===== src/rtos_timer_params.svh =====
// offsets, field positions and reset values of the tick timer
`ifndef RTOS_TIMER_PARAMS_SVH
`define RTOS_TIMER_PARAMS_SVH

// ==========================================================
// register bus shape
`define RT_DATA_W 32
`define RT_ADDR_W 8

// ==========================================================
// register byte offsets
`define RT_OFS_START_VALUE 8'h04
`define RT_OFS_CONTROL 8'h08

// ==========================================================
// control field positions and width
`define RT_BIT_ENABLE 0
`define RT_BIT_AUTO_RELOAD 1
`define RT_BIT_START 2
`define RT_BIT_HW_HALT_EN 3
`define RT_BIT_FW_HALT 4
`define RT_CTRL_W 5

// ==========================================================
// reset values
`define RT_CTRL_RESET 5'h00
`define RT_START_VALUE_RESET 32'h0000_0000
`define RT_RDATA_RESET 32'h0000_0000

`endif


===== src/rtos_timer_pkg.sv =====
// types shared by the tick timer files
package rtos_timer_pkg;

  // ==========================================================
  // control register image, msb first to match bit positions
  typedef struct packed {
    logic fw_halt;
    logic hw_halt_en;
    logic start;
    logic auto_reload;
    logic enable;
  } ctrl_t;

  // register bus request
  typedef struct packed {
    logic wr;
    logic rd;
    logic [7:0] addr;
    logic [31:0] wdata;
  } reg_req_t;

  // command to the down counter core
  typedef struct packed {
    logic clear;
    logic load;
    logic step;
    logic auto_reload;
  } counter_cmd_t;

endpackage

===== src/down_count_core.sv =====
// down counter core with load, clear, step and reload
`timescale 1ns/1ps
module down_count_core
  import rtos_timer_pkg::*;
#(
  parameter int W = 32
) (
  input wire logic core_clk,
  input wire logic rst_b,
  input wire counter_cmd_t cmd,
  input wire logic [W-1:0] reload_value,
  output logic [W-1:0] count,
  output logic expired
);

  localparam logic [W-1:0] COUNT_ZERO = '0;
  localparam logic [W-1:0] COUNT_ONE = W'(1);

  logic [W-1:0] next_count;
  logic next_expired;

  if (W < 2) begin : g_bad_width
    $error("down_count_core: W must be at least 2");
  end

  // ==========================================================
  // next count; clear beats load beats step
  always_comb begin
    next_count = count;
    next_expired = 1'b0;
    if (cmd.clear) begin
      next_count = COUNT_ZERO; // no expiry on a firmware stop (see [RL8])
    end else if (cmd.load) begin
      next_count = reload_value; // see [RL7]
    end else if (cmd.step) begin
      if (count == COUNT_ZERO) begin
        // reload reads the live start value, so late writes land here
        next_count = cmd.auto_reload ? reload_value : COUNT_ZERO; // see [RL12] see [RL2]
      end else begin
        next_count = count - COUNT_ONE; // see [RL18]
        next_expired = (count == COUNT_ONE); // see [RL16]
      end
    end
  end

  // ==========================================================
  // count registers
  always_ff @(posedge core_clk or negedge rst_b) begin
    if (!rst_b) begin
      count <= '0;
      expired <= 1'b0;
    end else begin
      count <= next_count;
      expired <= next_expired;
    end
  end

endmodule


===== src/rtos_down_timer_control.sv =====
// 32-bit operating-system tick timer: registers, control and counter
// What this block does
// [RL1] 32-bit start value register, reset to zero
// [RL2] late start value used only at auto reload
// [RL3] firmware writes start value before start bit
// [RL4] writing zero start value stops and clears start
// [RL5] firmware halt bit freezes the counter
// [RL6] enable bit gates the external halt input
// [RL7] setting start loads start value, begins counting
// [RL8] clearing start zeroes counter, no interrupt
// [RL9] start self-clears on one-shot expiry or zeros
// [RL10] auto reload never clears start by itself; code still clears it when start value and counter are both zero
// [RL11] one-shot mode waits done after expiry
// [RL12] continuous mode reloads from start value
// [RL13] enable low gates timer, lowest power
// [RL14] enable falling edge restores all defaults
// [RL15] registers always accessible regardless of enable
// [RL16] one pulse when counter steps one to zero
// [RL17] external halt high stops, low resumes counting
// [RL18] decrement once per timer tick while running
`timescale 1ns/1ps
`include "rtos_timer_params.svh"
module rtos_down_timer_control
  import rtos_timer_pkg::*;
#(
  parameter int COUNT_W = 32
) (
  input wire logic core_clk,
  input wire logic rst_b,
  input wire reg_req_t reg_req,
  input wire logic timer_tick,
  input wire logic halt_in,
  output logic [`RT_DATA_W-1:0] reg_rdata,
  output logic reg_rd_valid,
  output logic [COUNT_W-1:0] current_count,
  output logic expiry_pulse,
  output logic timer_clk_run
);

  localparam logic [COUNT_W-1:0] COUNT_ZERO = '0;
  localparam logic [COUNT_W-1:0] COUNT_ONE = COUNT_W'(1);

  if (COUNT_W < 2 || COUNT_W > `RT_DATA_W) begin : g_bad_width
    $error("rtos_down_timer_control: COUNT_W must be 2 to 32");
  end

  // ==========================================================
  // state
  ctrl_t ctrl;
  ctrl_t next_ctrl;
  ctrl_t new_ctrl;
  logic [COUNT_W-1:0] start_value;
  logic [COUNT_W-1:0] next_start_value;
  logic [`RT_DATA_W-1:0] next_rdata;
  logic next_rd_valid;
  logic wr_start_value;
  logic wr_ctrl;
  logic wr_zero;
  logic enable_fall;
  logic halted;
  logic step;
  logic hw_clear;
  counter_cmd_t cmd;

  // ==========================================================
  // decode and control next values
  always_comb begin
    wr_start_value = reg_req.wr && (reg_req.addr == `RT_OFS_START_VALUE); // see [RL15]
    wr_ctrl = reg_req.wr && (reg_req.addr == `RT_OFS_CONTROL); // see [RL15]
    wr_zero = wr_start_value && (reg_req.wdata[COUNT_W-1:0] == COUNT_ZERO);
    new_ctrl = ctrl_t'(reg_req.wdata[`RT_CTRL_W-1:0]);
    enable_fall = wr_ctrl && ctrl.enable && !new_ctrl.enable;
    halted = ctrl.fw_halt || (ctrl.hw_halt_en && halt_in); // see [RL5] see [RL6] see [RL17]
    step = ctrl.enable && ctrl.start && !halted && timer_tick; // see [RL13] see [RL18]
    // only one-shot expiry and the all-zero case end a run
    hw_clear = (step && (current_count == COUNT_ONE) && !ctrl.auto_reload) // see [RL9] see [RL11] see [RL10]
      || (ctrl.start && (start_value == COUNT_ZERO) && (current_count == COUNT_ZERO)); // see [RL9]
    next_ctrl = ctrl;
    next_start_value = start_value;
    if (hw_clear) begin
      next_ctrl.start = 1'b0;
    end
    if (wr_start_value) begin
      next_start_value = reg_req.wdata[COUNT_W-1:0]; // see [RL1]
      if (wr_zero) begin
        next_ctrl.start = 1'b0; // see [RL4]
      end
    end
    // a firmware write of the start bit wins over a hardware clear
    if (wr_ctrl) begin
      next_ctrl = new_ctrl;
    end
    if (enable_fall) begin
      next_ctrl = ctrl_t'(`RT_CTRL_RESET); // see [RL14]
      next_start_value = COUNT_W'(`RT_START_VALUE_RESET); // see [RL14]
    end
    cmd.clear = enable_fall || wr_zero || (wr_ctrl && ctrl.start && !new_ctrl.start); // see [RL8] see [RL4]
    // restart also when start is being self-cleared in this cycle
    cmd.load = wr_ctrl && new_ctrl.start && (!ctrl.start || hw_clear); // see [RL7]
    cmd.step = step;
    cmd.auto_reload = ctrl.auto_reload; // see [RL12]
  end

  // control registers
  always_ff @(posedge core_clk or negedge rst_b) begin
    if (!rst_b) begin
      ctrl <= ctrl_t'(`RT_CTRL_RESET);
      start_value <= COUNT_W'(`RT_START_VALUE_RESET);
    end else begin
      ctrl <= next_ctrl;
      start_value <= next_start_value;
    end
  end

  // ==========================================================
  // read path, answered one cycle after the request
  always_comb begin
    next_rd_valid = reg_req.rd;
    next_rdata = `RT_RDATA_RESET;
    if (reg_req.rd && reg_req.addr == `RT_OFS_START_VALUE) begin
      next_rdata = `RT_DATA_W'(start_value);
    end else if (reg_req.rd && reg_req.addr == `RT_OFS_CONTROL) begin
      next_rdata = `RT_DATA_W'(ctrl); // reserved bits read zero
    end
  end

  // read registers
  always_ff @(posedge core_clk or negedge rst_b) begin
    if (!rst_b) begin
      reg_rdata <= `RT_RDATA_RESET;
      reg_rd_valid <= 1'b0;
    end else begin
      reg_rdata <= next_rdata;
      reg_rd_valid <= next_rd_valid;
    end
  end

  // ==========================================================
  // counter core and clock gate request
  down_count_core #(
    .W(COUNT_W)
  ) u_core (
    .core_clk(core_clk),
    .rst_b(rst_b),
    .cmd(cmd),
    .reload_value(start_value),
    .count(current_count),
    .expired(expiry_pulse)
  );

  // timer clock may only run while enabled
  assign timer_clk_run = ctrl.enable; // see [RL13]

  // ==========================================================
  // checks
  a_start_loads_count: assert property (@(posedge core_clk) disable iff (!rst_b) // see [RL7]
    wr_ctrl && !ctrl.start && new_ctrl.start && !enable_fall |=> current_count == $past(start_value))
    else $error("start did not load start value");

  a_stop_zeroes_count: assert property (@(posedge core_clk) disable iff (!rst_b) // see [RL8]
    wr_ctrl && ctrl.start && !new_ctrl.start |=> current_count == COUNT_ZERO && !expiry_pulse)
    else $error("stop did not zero counter quietly");

  a_zero_value_stops: assert property (@(posedge core_clk) disable iff (!rst_b) // see [RL4]
    wr_zero |=> !ctrl.start && current_count == COUNT_ZERO)
    else $error("zero start value did not stop timer");

  a_fw_halt_freeze: assert property (@(posedge core_clk) disable iff (!rst_b) // see [RL5]
    ctrl.fw_halt && !wr_ctrl && !wr_start_value |=> $stable(current_count))
    else $error("counter moved under firmware halt");

  a_hw_halt_freeze: assert property (@(posedge core_clk) disable iff (!rst_b) // see [RL17]
    ctrl.hw_halt_en && halt_in && !wr_ctrl && !wr_start_value |=> $stable(current_count))
    else $error("counter moved under external halt");

  a_hw_halt_ignored: assert property (@(posedge core_clk) disable iff (!rst_b) // see [RL6]
    ctrl.enable && ctrl.start && !ctrl.fw_halt && !ctrl.hw_halt_en && halt_in && timer_tick
    && current_count > COUNT_ONE && !wr_ctrl && !wr_start_value
    |=> current_count == $past(current_count) - COUNT_ONE)
    else $error("disabled halt input stopped counter");

  a_pulse_on_one: assert property (@(posedge core_clk) disable iff (!rst_b) // see [RL16]
    expiry_pulse |-> $past(current_count) == COUNT_ONE && current_count == COUNT_ZERO ##1 !expiry_pulse)
    else $error("expiry pulse not tied to one-to-zero step");

  a_oneshot_done: assert property (@(posedge core_clk) disable iff (!rst_b) // see [RL11]
    step && !ctrl.auto_reload && current_count == COUNT_ONE && !wr_ctrl
    |=> !ctrl.start && current_count == COUNT_ZERO)
    else $error("one-shot did not finish done");

  a_auto_keeps_start: assert property (@(posedge core_clk) disable iff (!rst_b) // see [RL10]
    ctrl.start && ctrl.auto_reload && start_value != COUNT_ZERO && !wr_ctrl && !wr_start_value |=> ctrl.start)
    else $error("auto reload cleared start");

  a_auto_reload: assert property (@(posedge core_clk) disable iff (!rst_b) // see [RL12]
    step && ctrl.auto_reload && current_count == COUNT_ZERO && !wr_ctrl && !wr_start_value
    |=> current_count == $past(start_value))
    else $error("continuous mode did not reload");

  a_enable_fall: assert property (@(posedge core_clk) disable iff (!rst_b) // see [RL14]
    enable_fall |=> ctrl == ctrl_t'(`RT_CTRL_RESET) && start_value == COUNT_ZERO && !timer_clk_run
    && current_count == COUNT_ZERO)
    else $error("enable fall did not restore defaults");

  a_disabled_frozen: assert property (@(posedge core_clk) disable iff (!rst_b) // see [RL13]
    !ctrl.enable && !wr_ctrl && !wr_start_value |=> $stable(current_count) && !expiry_pulse)
    else $error("counter ran while disabled");

endmodule


===== config.mk =====
export PLATFORM = sky130hd
export DESIGN_NAME = rtos_down_timer_control
export DESIGN_NICKNAME = d
export VERILOG_FILES = /design/src/rtos_timer_pkg.sv /design/src/down_count_core.sv /design/src/rtos_down_timer_control.sv
export VERILOG_INCLUDE_DIRS = /design/src /design/src/src
export SDC_FILE = /design/constraint.sdc
export NUM_CORES = 1
export LEC_CHECK = 0
export BUFFER_PORTS_ARGS = -buffer_cell sky130_fd_sc_hd__buf_2
export CORE_MARGIN = 4
export CORE_UTILIZATION = 54
export DETAILED_ROUTE_END_ITERATION = 8
export PLACE_DENSITY = 0.81
export SYNTH_ARGS = -nofsm -noshare
export SYNTH_HDL_FRONTEND = slang
export SYNTH_SLANG_ARGS = --single-unit

===== constraint.sdc =====
create_clock -name core_clk -period 3.4 [get_ports core_clk]
set_input_delay 0.34 -clock core_clk [delete_from_list [all_inputs] [get_ports core_clk]]
set_output_delay 0.34 -clock core_clk [all_outputs]
set_load 0.03 [all_outputs]

Word level (Yosys, flattened, before mapping)
Cells that the tools add are included.
- bits in registers: 103
- input port bits: 46
- output and inout port bits: 67
- word-level logic and storage cells: 67
- add/sub/neg operators: 1
- equal/unequal tests: 3
- mux-type cells: 18
- reductions and logical operators: 35
- operators with widths (operator ; number):
    $mux 32 ; 8
    $logic_not 32->1 ; 3
    $eq 32x1->1 const B ; 1
    $sub 32x1->32 const B ; 1
    $logic_and 1x1->1 ; 19
    $mux 5 ; 3
    $eq 8x3->1 const B ; 1
    $eq 8x4->1 const B ; 1
    $mux 1 ; 7
    $logic_not 1->1 ; 5
    $logic_or 1x1->1 ; 5
    $reduce_bool 2->1 ; 2
    $reduce_bool 3->1 ; 1

Longest topological paths before layout
- depth after elaboration: 13
- mapped depth: 11
- mapped depth without buffers: 10

Hierarchy
Synthesis repeated with hierarchy kept, for this count alone.
- cell total of the unflattened synthesis: 505
- area total of the unflattened synthesis: 5271.3 um^2
- modules (own cells, without submodules) (module ; instances ; cells an instance ; area an instance (um^2) ; sequential area each (um^2)):
    rtos_down_timer_control ; 1 ; 244 ; 2941.6 ; 1751.7
    down_count_core ; 1 ; 261 ; 2329.7 ; 825.8

Worst setup path before layout
OpenSTA, ideal clock, no wires.
- path kind: register to register
- start: register u_core.count[8]
- end: register u_core.count[1]
- library setup time: 0.127 ns
- arrival time: 2.772 ns
- required time: 3.273 ns
- setup slack: 0.502 ns
- stages on the path, launching flop included: 10
- buffers on the path: 1
- period minus slack after synthesis: 2.898 ns
- path through: dfrtp_1 or3_4 or4_4 nor3_4 o21ai_2 a21oi_4 nor3_1 buf_2 a22oi_1 o21ai_1
- longest elaborated chain between the ends: 8
- elaborated cells on any way between the ends: 13
- classes of those cells: eq/ne: 1; mux: 4; reduce/logical: 8
- ends and longest elaborated chain (what ; line ; source):
    from (decl) ; down_count_core.sv:12 ; output logic [W-1:0] count,
    from (signal assigned) ; down_count_core.sv:53 ; count <= next_count;
    $eq 32x1->1 ; rtos_down_timer_control.sv:76 ; hw_clear = (step && (current_count == COUNT_ONE) && !ctrl.auto_reload)
    $logic_and 1x1->1 (2 in a row) ; rtos_down_timer_control.sv:76 ;
    $logic_or 1x1->1 ; rtos_down_timer_control.sv:77 ; || (ctrl.start && (start_value == COUNT_ZERO) && (current_count == COUNT_ZERO));
    $logic_or 1x1->1 ; rtos_down_timer_control.sv:99 ; cmd.load = wr_ctrl && new_ctrl.start && (!ctrl.start || hw_clear);
    $logic_and 1x1->1 ; rtos_down_timer_control.sv:99 ;
    $mux 32 ; down_count_core.sv:33 ; end else if (cmd.load) begin
    $mux 32 ; down_count_core.sv:31 ; if (cmd.clear) begin
Parallel ways exist; a longest one is shown, timed or not. The select of a mux whose other input is x is not followed.
A chain may end at the register's enable or synchronous reset.

Final worst setup path
- start: register u_core.count[8]
- end: register u_core.count[30]
- longest elaborated chain between the ends: 8
- elaborated cells on any way between the ends: 14
- classes of those cells: add/sub: 1; eq/ne: 1; mux: 4; reduce/logical: 8
- ends and longest elaborated chain (what):
    parallel branches: the longest is 8 deep, another holds $sub 32x1->32
Parallel ways; which one is timed is not known. The select of a mux whose other input is x is not followed.

==> results.md <==
* CTS tree: done
* Die area at 11000 um^2
* Overall routing resource usage at 27.9%
* Worst Skew at roughly 19 ps
* Ports at ~110
* Failing checks: hold timing
* LEAKAGE at ~2.9 nW
* Post-synth EDFFs at 0
* Final ANT Viol Nets at 0
* Post CTS Setup Buffer Count at 0
* Final setup TNS at 0 ps
* Async SR Flop Fraction at 100%
* Synth Area per Inst at about 9.1 um^2
* Slew headroom at 29.7%
* Max Slew Vio Count at 0
* Top cells by area, synth: dfrtp_1 (51%), nand2_1 (7.7%), a21oi_1 (6.0%), and2_1 (3.6%), nor2_1 (2.9%)
* Worst Hold Class: primary input to async pin
* First-pass GRT wire length at roughly 25 mm
* Hold WS at -4.91 ps
* Reg area at 2580 um^2
* Crit Path Class: register to register
* Sink Count at just over 100
* Worst EP arrival at ~3400 ps
* Vias after detailed routing at slightly below 5000
* Layout Nets at 724
* RSZ-0062 raised after global routing: no
* Syn_nets at between 600 and 700
* Root Buffer: clkbuf_8
* H-tree levels at 3
* Pwr dens at between 300 and 400 nW/um^2
* Reg clk slew, reported paths at around 100 ps
* RR Startpoint: u_core.count[8]
* Crit path max fanout at 26
* Core area at 9200 um^2
* Least-Margin Pin Slew at between 1000 and 1500 ps
* Worst setup EP type: register
* Fmax at ~320 MHz
* Startpoint class of the critical path: register
* Area Overhead vs Synth at 18.4%
* Initial drt markers at 483
* Drt wl/cell at 19.0 um
* GPL Wtd Cong at ~1.0
* Clk_lat worst skew at between 300 and 400 ps
* Final setup fails at 0
* Main flop type after synthesis: dfrtp_1
* Row Count at 35
* Mapped Area at 5070 um^2
* Leading area contributor after synthesis: dfrtp_1
* Pre-antenna DRT Iters at 5
* Chip width at about 100 um
* Post-synthesis cell type count at 57
* DP Wirelength at 10.8 mm
* Max Root-Sink Buffers at 2
* Initial core utilization at 55.1%
* Max cap viols at 0
* Post_cts resized at 0
* I/O Buffers at around 110
* Diode count at 0
* Outcome: complete, but fails checks
* Ys Warns at 0
* DRC Markers at 0
* Period utilisation layout at 91.2%
* Grt ovf at 0
* Synthesized netlist cell count at approximately 560
* Detailed Route WL at roughly 15 mm
* Sequential area share after synthesis at between 50% and 60%
* Multi-input gate area at about 2400 um^2
* Ratio of cells with drive above 1 in the final layout at a little under a quarter
* Fillcell total at 789
* Cts hold-fix bufs at 0
* Vias in the first global route at between 4000 and 5000
* CP required at about 3700 ps
* FF+latch count, synth at 103
* Number of CTS-inserted buffers at 9
* Die Y at about 100 um
* Proportion of netlist area held by the largest area contributor at 50.8%
* VDD IR max at 0.000181 V
* Vias per inst at about 6.2
* Hold Vio Cnt, Final at 4
* Largest net degree at the start of global routing at between 50 and 60
* Crit. Startpoint: u_core.count[8]
* Initial antenna violation count at 0
* Final min period at roughly 3100 ps
cell families after synthesis:
| family | Yosys count | synth area share [%] |
|---|---|---|
| and+or+nand+nor | 274 | 27.9 |
| AOI/OAI and AO/OA | 143 | 17.4 |
| DFF | 103 | 50.8 |
| buffers and inverters | 33 | 2.62 |
| xor gates and xnor gates | 3 | 0.518 |
| adders and majority gates | 3 | 0.740 |
cell type report:
cell class	instances	area share [%]
Clock buffer	11	2.19
Tap cell	111	2.31
Multi-Input combinational cell	423	39.6
Timing Repair Buffer	130	11.8
Clock inverter	5	0.667
Inverter	8	0.500
Sequential cell	103	42.9
stage by stage:
| step | instance area (um^2) | worst slack [ps] | std cells | power [mW] | util [%] |
|---|---|---|---|---|---|
| 2_1_floorplan | 5070 | 502 | 559 | 1.46 | - |
| 3_3_place_gp | 5830 | 436 | 775 | 1.60 | 63.4 |
| 3_5_place_dp | 5830 | 356 | 775 | 1.60 | 63.4 |
| 4_1_cts | 6010 | 325 | 791 | 2.30 | 65.3 |
| 5_1_grt | 6010 | 149 | 791 | 2.39 | 65.3 |
| 6_report | 6010 | 299 | 791 | 2.30 | 65.3 |
path summary, 6_finish.rpt:
| path | endpoint | slack (ps) | cells after the start |
|---|---|---|---|
| max | u_core.count[30] | 300 | 7 |
| min | reg_rdata[27] | -5 | 1 |
| max reg2reg | u_core.count[30] | 300 | 7 |
| min reg2reg | ctrl[4] | 520 | 2 |
| max in group asynchronous | ctrl[4] | 2700 | 2 |
| min in group core_clk | reg_rd_valid | 90 | 1 |
registers in the layout, summed over array words and instances (netlist names):
register and count:
cmd 1, ctrl 3, reg_rd_valid 1, reg_rdata 32, start_value 32, timer_clk_run 1
u_core.count 32, u_core.expired 1
critical path: stages (launching register included):
cell     delay, ps
dfrtp_1        470
or3_4          450
or4_4          580
nor3_4         310
o21ai_2        160
a21oi_4        380
nor3_4         220
a221o_1        400
synthesized netlist by cell type, types with 3 or more instances:
library cell	instances
a22oi_1	7
buf_2	7
dfrtp_1	103
o21bai_1	3
nor2_1	39
ha_1	3
nor4_1	21
o21ai_1	29
nor2b_1	3
a21oi_1	61
and3_1	6
nor3b_1	6
o22ai_1	3
nand2_1	104
o21ai_0	7
nand4_1	6
o2bb2ai_1	3
inv_1	8
or4_1	4
clkbuf_1	17
nand3_1	10
or3_1	8
nand3b_1	3
nor3_1	18
and2_1	29
a22o_1	5
nor4_2	3
a32oi_1	4
o211ai_1	4
where the power goes:
| group | total [mW] | switching [mW] | internal (mW) |
|---|---|---|---|
| combinational | 0.273 | 0.169 | 0.104 |
| sequential | 1.31 | 0.0535 | 1.26 |
| clock | 0.713 | 0.441 | 0.273 |
layer usage:
layer,GRT usage (%),wire (um),vias up
met1,39.9,6390,2344
met5,0,0,-
met4,13.0,402,0
li1,-,-,2223
met2,41.6,6950,265
met3,4.76,1290,35
cell usage in the layout (no fill, tap or decap), types with 8 or more instances in the layout:
cell type,instances
a21oi_1,61
and2_1,29
buf_2,111
buf_4,18
clkbuf_8,9
dfrtp_1,103
inv_1,8
nand2_1,104
nand3_1,10
nor2_1,39
nor3_1,17
nor4_1,21
o21ai_1,29
or3_1,8
No activity file was read; power rests on OpenSTA's default activity.
